[src/core/gapc_pkg.sv]
// Purpose: Shared constants and types for the address/poll/clear block
// Assumes: One 20 MHz clock, decoded bus messages arrive as pulses
// Notes:   Status byte layout: bit 6 is the request-service bit
package gapc_pkg;
   localparam int          CAUSE_W        = 6;
   localparam int          BYTE_W         = 8;
   localparam logic [5:0]  MASK_RESET     = 6'h00;
   localparam logic [7:0]  STATUS_RESET   = 8'h00;
   localparam int          RSV_BIT        = 6;
   localparam int          Q_DEPTH        = 8;
   localparam int          Q_AW           = 3;
   localparam int          CLK_HZ         = 20_000_000;

   // Talker output source
   typedef enum logic [1:0] {
      GAPC_TX_IDLE   = 2'b00,
      GAPC_TX_DATA   = 2'b01,
      GAPC_TX_STATUS = 2'b10,
      GAPC_TX_MASK   = 2'b11
   } gapc_tx_t;
endpackage

[src/core/gapc_core.sv]
// Purpose: Talker/listener drop, serial poll, service request, clear
// Assumes: Bus messages decoded elsewhere into one-cycle pulses, with REN held as a level
// Notes:   Output queue is a small ring; reads take two cycles
//
// Contract
// - Other talk address drops talker state
// - Serial poll mode sends status when talker
// - Poll disable restores normal data output
// - Unlisten drops listener state
// - Service request lights the front lamp
// - Per-cause mask gates service request; set-mask loads
// - Mask query returns current mask value
// - Universal device clear ignored in local
// - Remote clear flushes input, then clear-all
// - Universal and selected clear behave identically
// - Output queue emptied on power-up, clear-all, clears
// - Go local on GTL, REN low, key unless locked out
module gapc_core
   import gapc_pkg::*;
(
   // Clock and reset
   input  wire logic                   clk,
   input  wire logic                   reset,
   // Decoded bus messages (pulses; ren is a level)
   input  wire logic                   my_talk_addr,
   input  wire logic                   other_talk_addr,
   input  wire logic                   my_listen_addr,
   input  wire logic                   unlisten,
   input  wire logic                   ifc,
   input  wire logic                   spe,
   input  wire logic                   spd,
   input  wire logic                   dcl,
   input  wire logic                   sdc,
   input  wire logic                   gtl,
   input  wire logic                   llo,
   input  wire logic                   ren,
   input  wire logic                   mla_remote,
   // Front panel
   input  wire logic                   local_key,
   // Device commands (pulses)
   input  wire logic                   set_service_mask_cmd,
   input  wire logic [CAUSE_W-1:0]     mask_value,
   input  wire logic                   query_service_mask_cmd,
   input  wire logic                   clear_all_cmd,
   input  wire logic [CAUSE_W-1:0]     cause_events,
   // Data to send
   input  wire logic                   data_valid,
   input  wire logic [BYTE_W-1:0]      data_in,
   output logic                        data_ready,
   // Talker byte handshake
   input  wire logic                   tx_take,
   output logic                        tx_valid,
   output logic      [BYTE_W-1:0]      tx_byte,
   // State outputs
   output logic                        talker,
   output logic                        listener,
   output logic                        remote,
   output logic                        lockout,
   output logic                        poll_mode,
   output logic                        srq,
   output logic                        service_request_lamp,
   output logic      [CAUSE_W-1:0]     service_mask,
   output logic                        input_flush,
   output logic                        clear_pulse
);
   typedef struct packed {
      logic                talker;
      logic                listener;
      logic                remote;
      logic                lockout;
      logic                poll_mode;
      logic [CAUSE_W-1:0]  mask;
      logic [CAUSE_W-1:0]  pending;
      logic                srq;
      logic                lamp;
      logic                flush;
      logic                clear;
      logic [Q_AW:0]       wr_ptr;
      logic [Q_AW:0]       rd_ptr;
      logic                rd_wait;
      logic                mask_pend;
      logic                tx_valid;
      logic [BYTE_W-1:0]   tx_byte;
      gapc_tx_t            tx_src;
      logic                ready;
   } gapc_state_t;

   gapc_state_t   s_reg;
   gapc_state_t   s_next;
   logic [BYTE_W-1:0] q_rd_data;
   logic          q_wr;
   logic          q_empty;
   logic          q_full;
   logic          dev_clear;
   logic [BYTE_W-1:0] status_byte;

   // Queue flags and status byte
   assign q_empty   = (s_reg.wr_ptr == s_reg.rd_ptr);
   assign q_full    = (s_reg.wr_ptr[Q_AW] != s_reg.rd_ptr[Q_AW]) &&
                      (s_reg.wr_ptr[Q_AW-1:0] == s_reg.rd_ptr[Q_AW-1:0]);
   assign q_wr      = data_valid && !q_full && !s_reg.clear;
   // Both clear messages funnel into one term, local mode blocks both
   assign dev_clear = (dcl || sdc) && s_reg.remote;
   always_comb begin
      status_byte = {2'b00, s_reg.pending};
      status_byte[RSV_BIT] = s_reg.srq;
   end

   gapc_queue_mem u_mem (
      .clk     (clk),
      .wr_en   (q_wr),
      .wr_addr (s_reg.wr_ptr[Q_AW-1:0]),
      .wr_data (data_in),
      .rd_addr (s_reg.rd_ptr[Q_AW-1:0]),
      .rd_data (q_rd_data)
   );

   // Next-state logic
   always_comb begin
      s_next       = s_reg;
      s_next.flush = 1'b0;
      s_next.clear = 1'b0;

      // Addressing; IFC untalks and unlistens
      if (my_talk_addr) begin
         s_next.talker = 1'b1;
      end
      if (other_talk_addr) begin
         s_next.talker = 1'b0;
      end
      if (my_listen_addr) begin
         s_next.listener = 1'b1;
      end
      if (unlisten) begin
         s_next.listener = 1'b0;
      end

      // Remote/local and lockout
      if (mla_remote && ren) begin
         s_next.remote = 1'b1;
      end
      if (llo && ren) begin
         s_next.lockout = 1'b1;
      end
      if (gtl || (local_key && !s_reg.lockout)) begin
         s_next.remote = 1'b0;
      end
      if (!ren) begin
         s_next.remote  = 1'b0;
         s_next.lockout = 1'b0;
      end

      // Serial poll mode
      if (spe) begin
         s_next.poll_mode = 1'b1;
      end
      if (spd) begin
         s_next.poll_mode = 1'b0;
      end

      // Mask load and query
      if (set_service_mask_cmd) begin
         s_next.mask = mask_value;
      end
      if (query_service_mask_cmd) begin
         s_next.mask_pend = 1'b1;
      end

      // New causes set over any clear in the same cycle
      s_next.pending = s_reg.pending | cause_events;

      // Queue write
      if (q_wr) begin
         s_next.wr_ptr = s_reg.wr_ptr + 1'b1;
      end

      // Talker output; poll status takes priority over data
      if (s_reg.tx_valid && tx_take) begin
         s_next.tx_valid = 1'b0;
         if (s_reg.tx_src == GAPC_TX_DATA) begin
            s_next.rd_ptr = s_reg.rd_ptr + 1'b1;
         end
         if (s_reg.tx_src == GAPC_TX_MASK) begin
            s_next.mask_pend = 1'b0;
         end
         if (s_reg.tx_src == GAPC_TX_STATUS) begin
            s_next.pending = cause_events; // Poll answer acknowledges
         end
      end else if (!s_reg.tx_valid && s_reg.talker) begin
         if (s_reg.poll_mode) begin
            s_next.tx_valid = 1'b1;
            s_next.tx_byte  = status_byte;
            s_next.tx_src   = GAPC_TX_STATUS;
         end else if (s_reg.mask_pend) begin
            s_next.tx_valid = 1'b1;
            s_next.tx_byte  = {2'b00, s_reg.mask};
            s_next.tx_src   = GAPC_TX_MASK;
         end else if (!q_empty && s_reg.rd_wait) begin
            s_next.tx_valid = 1'b1;
            s_next.tx_byte  = q_rd_data;
            s_next.tx_src   = GAPC_TX_DATA;
         end
      end
      // Memory read data lags the pointer by one cycle
      s_next.rd_wait = !q_empty && !(s_reg.tx_valid && tx_take);

      // Leaving talker or changing poll mode withdraws an offered byte
      if (!s_next.talker || (s_next.poll_mode != s_reg.poll_mode)) begin
         s_next.tx_valid = 1'b0;
      end

      // Request follows the pending set after a poll acknowledge
      s_next.srq     = |(s_next.pending & s_next.mask);
      s_next.lamp    = s_next.srq;

      // Device clear: flush input first, clear-all next cycle
      if (dev_clear) begin
         s_next.flush = 1'b1;
      end
      if (s_reg.flush || clear_all_cmd) begin
         s_next.clear     = 1'b1;
         s_next.rd_ptr    = s_reg.wr_ptr;
         s_next.wr_ptr    = s_reg.wr_ptr;
         s_next.tx_valid  = 1'b0;
         s_next.mask_pend = 1'b0;
         s_next.rd_wait   = 1'b0;
      end

      // Interface clear
      if (ifc) begin
         s_next.talker    = 1'b0;
         s_next.listener  = 1'b0;
         s_next.poll_mode = 1'b0;
         s_next.tx_valid  = 1'b0;
      end

      // Ready is registered from the next pointers so it matches q_wr
      s_next.ready = !s_next.clear &&
                     !((s_next.wr_ptr[Q_AW] != s_next.rd_ptr[Q_AW]) &&
                       (s_next.wr_ptr[Q_AW-1:0] ==
                        s_next.rd_ptr[Q_AW-1:0]));
   end

   // State register; power-up empties queue and clears poll mode
   always_ff @(posedge clk or posedge reset) begin
      if (reset) begin
         s_reg           <= '0;
         s_reg.mask      <= MASK_RESET;
         s_reg.tx_byte   <= STATUS_RESET;
         s_reg.tx_src    <= GAPC_TX_IDLE;
         s_reg.ready     <= 1'b1;
      end else begin
         s_reg <= s_next;
      end
   end

   // Outputs straight from state
   assign talker               = s_reg.talker;
   assign listener             = s_reg.listener;
   assign remote               = s_reg.remote;
   assign lockout              = s_reg.lockout;
   assign poll_mode            = s_reg.poll_mode;
   assign srq                  = s_reg.srq;
   assign service_request_lamp = s_reg.lamp;
   assign service_mask         = s_reg.mask;
   assign input_flush          = s_reg.flush;
   assign clear_pulse          = s_reg.clear;
   assign tx_valid             = s_reg.tx_valid;
   assign tx_byte              = s_reg.tx_byte;
   assign data_ready           = s_reg.ready;
endmodule

[src/core/gapc_queue_mem.sv]
// Purpose: Small output queue storage with registered read data
// Assumes: Caller keeps write and read pointers
// Notes:   No reset on contents; pointers define validity
module gapc_queue_mem
   import gapc_pkg::*;
(
   // Clock
   input  wire logic                   clk,
   // Write side
   input  wire logic                   wr_en,
   input  wire logic [Q_AW-1:0]        wr_addr,
   input  wire logic [BYTE_W-1:0]      wr_data,
   // Read side
   input  wire logic [Q_AW-1:0]        rd_addr,
   output logic      [BYTE_W-1:0]      rd_data
);
   logic [BYTE_W-1:0] mem [Q_DEPTH];

   // Write and registered read
   always_ff @(posedge clk) begin
      if (wr_en) begin
         mem[wr_addr] <= wr_data;
      end
      rd_data <= mem[rd_addr];
   end
endmodule
[config.mk]
export PLATFORM = sky130hd
export DESIGN_NAME = gapc_core
export DESIGN_NICKNAME = d
export VERILOG_FILES = /design/src/core/gapc_pkg.sv /design/src/core/gapc_core.sv /design/src/core/gapc_queue_mem.sv
export SDC_FILE = /design/constraint.sdc
export NUM_CORES = 1
export LEC_CHECK = 0
export CAP_MARGIN = 20
export CORE_MARGIN = 2
export CORE_UTILIZATION = 67
export DETAILED_ROUTE_END_ITERATION = 12
export DONT_BUFFER_PORTS = 1
export GPL_ROUTABILITY_DRIVEN = 1
export PLACE_DENSITY_LB_ADDON = 0.08
export SYNTH_ARGS = -nofsm -noshare
export SYNTH_HDL_FRONTEND = slang
export SYNTH_SLANG_ARGS = --single-unit
[constraint.sdc]
create_clock -name clk -period 6 [get_ports clk]
set_clock_uncertainty 0.1 [all_clocks]
set_input_delay 0.3 -clock clk [delete_from_list [all_inputs] [get_ports clk]]
set_output_delay 0.3 -clock clk [all_outputs]
set_load 0.01 [all_outputs]
==> results.ini <==
[power_and_ir_drop]
total_power_mw=2.60
p_switching_mw=0.727
swShare=0.279
p_per_area_nw_per_um2=453
p_int_mw=1.88
pwr-share-comb=0.195
clkPwrFrac=0.375
p_leak_nw=2.12
ir_drop_v=0.000295
power_frac_seq=0.431

[global_routing]
grt.overflow.total=0
grt_antenna_before_repair=0
grt_max_degree=32
grt_pass1_wl_um=14800
grt_pass1_vias=2825
grt_use_total=0.270

[synthesis]
synthCells=300
synth_cell_types=50
yosysWarnings=0
syn-num-nets=343
async_reset_ff_frac=0.368
synthFlopType=edfxtp_1
synth_seq_area_share=0.655
synth_edf_count=64
ys_seq_elements=114
synth_area_um2=4780
syn_area_per_cell_um2=15.9

[place]
place_hpwl_um=5510
placed_cells=369
dpl_cell_area_um2=4720
place.gp.congestion=0.773
port_buffers=0
dp_slack_ns=3.01

[clocking]
htree_levels=4
cts_sinks=114
clockBufferDepth=2
clkTransAtPathRegs_ns=0.06
cts_buffers=17
cts_tree=done
insertion_delay_ns=0.51
cts_root_buf=clkbuf_8

[critical_path]
startpoint_type=register
r2r-end=tx_valid$_DFFE_PP0P_
path_cells=xor2_4 -> or4b_4 -> nand3_2 -> nand2_2 -> nor2_1 -> a2111oi_0 -> dlygate4sd3_1
critPathLaunch=s_reg[15]$_DFF_PP0_
worst-path-buf-inv=1
critPathArrivalTime_ns=3.48
r2r_start=s_reg[15]$_DFF_PP0_
rrSetupSlack_ns=2.80
worstPathRequired_ns=6.28
worst_r2r_path_depth=7
cpPeakStageDelay_ns=0.99
cp_num_cells=7
crit_slowest_cell=dfrtp_1
path_class=reg2reg
crit_family=simple AND/OR/NAND/NOR gates
critical_path.max_fanout=20
worstSetupEndpoint=tx_valid$_DFFE_PP0P_
crit_path_end_kind=register

[sta]
layout_min_cycle_time_ns=3.20
final_max_slew_viol_count=0
slew_headroom=0.332
worst_slew_pin_slew_ns=1.00
rsz0062_at_grt=false
setup_tns_ns=0
setup_slack_ns=2.80
setup_viol=0
fmax_mhz=312
period_share=0.533
hold_viol=0
fin_worst_hold_slack_ns=0.0449

[routing]
wire_per_inst_um=21.3
via_count=2663
drtAntennaViolNets=0
routed_wl_um=9480
drc=0
first_pass_iters=4
vias_per_cell=5.97
drt_iter0_markers=158

[floorplanning]
top_level_ports=66
die_y_um=88.5
start_util=0.696
rows=30
core_area_um2=6870
die_w_um=88.5
die-area_um2=7830

[cells_and_area]
drive_gt1_frac=0.234
final_common_cell=edfxtp_1
insertedDiodeCount=0
utilization=0.836
register_area_um2=3130
largest_reg_flops=64
stdcell_area_um2=5750
final_nets=380
area_growth_pct=20.1
multi_input_area_um2=1430
fillCellCount=327
instances_no_fill=446
final_cell_mix=edfxtp_1, dlygate4sd3_1, dfrtp_1

[job]
drv_cap=0

[hold_path]
hold_class=in2reg

[status]
status=complete, no violations

[kinds of logic (layout without fill, tap and decap cells)]
kind of cell	Yosys count	in the layout	synth area share
DFF	114	114	0.655
muxes	44	44	0.145
adders and majority gates	2	2	0.00523
AOI/OAI and AO/OA	36	36	0.0547
buffers and inverters	34	84	0.0450
and+or+nand+nor	58	58	0.0628
xor gates and xnor gates	12	12	0.0319
[cell usage after synthesis (all sizes together) (2+ instances only)]
library cell   n  area, um2
edfxtp        64       1920
dfrtp         41       1030
buf           23        174
mux2          21        263
mux4          16        360
nand2         16       62.6
nor2          14       55.1
o21ai         13       65.1
dfxtp          8        160
nor3           8       40.0
a21o           7       52.6
mux2i          7       70.1
nand3          7       40.0
clkbuf         6       22.5
xnor2          6       60.1
inv            5       18.8
xor2           5       70.1
a22oi          3       22.5
nand2b         3       18.8
o21a           3       22.5
a21oi          2       10.0
ha             2       25.0
nand4b         2       23.8
nor2b          2       12.5
nor3b          2       15.0
[final cells by class]
type | count | area share
timing repair buffer | 47 | 0.0797
multi-input combinational | 152 | 0.249
tap | 96 | 0.0209
clock buffer | 18 | 0.0727
clock inverter | 14 | 0.0285
sequential | 114 | 0.546
inverter | 5 | 0.00327
[worst min-delay path by stage]
stage                               from                             end  depth (start not counted)
floorplan                            gtl              remote$_DFFE_PP0P_                          1
global placement                   reset           input_flush$_DFF_PP0_                          1
detailed placement                 reset           input_flush$_DFF_PP0_                          1
CTS                 set_service_mask_cmd  service_request_lamp$_DFF_PP0_                          3
global route        set_service_mask_cmd  service_request_lamp$_DFF_PP0_                          3
finish              set_service_mask_cmd  service_request_lamp$_DFF_PP0_                          3
[what timing repair did]
action                                  in CTS  in global routing
setup buffers                                0                  0
endpoints found under the setup margin       0                  0
hold endpoints to repair                    99                  0
hold buffers                                43                  0
gates resized for setup                      0                  0
[routing by layer]
| metal | wire length, um | share of wire | vias to the layer above | global-route usage |
|---|---|---|---|---|
| li1 | - | - | 1187 | - |
| met1 | 3900 | 0.41 | 1359 | 0.336 |
| met2 | 4930 | 0.52 | 111 | 0.455 |
| met3 | 596 | 0.063 | 6 | 0.0970 |
| met4 | 48 | 0.0051 | 0 | 0.0716 |
| met5 | 0 | 0 | - | 0 |
[power groups by stage]
stage                     logic [mW]  clock network (mW)  registers (mW)
after floorplan                0.526                   0            1.02
after global placement         0.452                   0            1.12
after detailed placement       0.462                   0            1.13
after CTS                      0.504               0.987            1.12
after global routing           0.555                1.03            1.14
final                          0.507               0.975            1.12
[worst register-to-register path, cell delays in order, from the launching register on]
cell and delay [ns]:
dfrtp_1 0.99, xor2_4 0.21, or4b_4 0.59, nand3_2 0.14, nand2_2 0.22, nor2_1 0.15
a2111oi_0 0.06, dlygate4sd3_1 0.61
No activity file was read; power rests on OpenSTA's default activity.
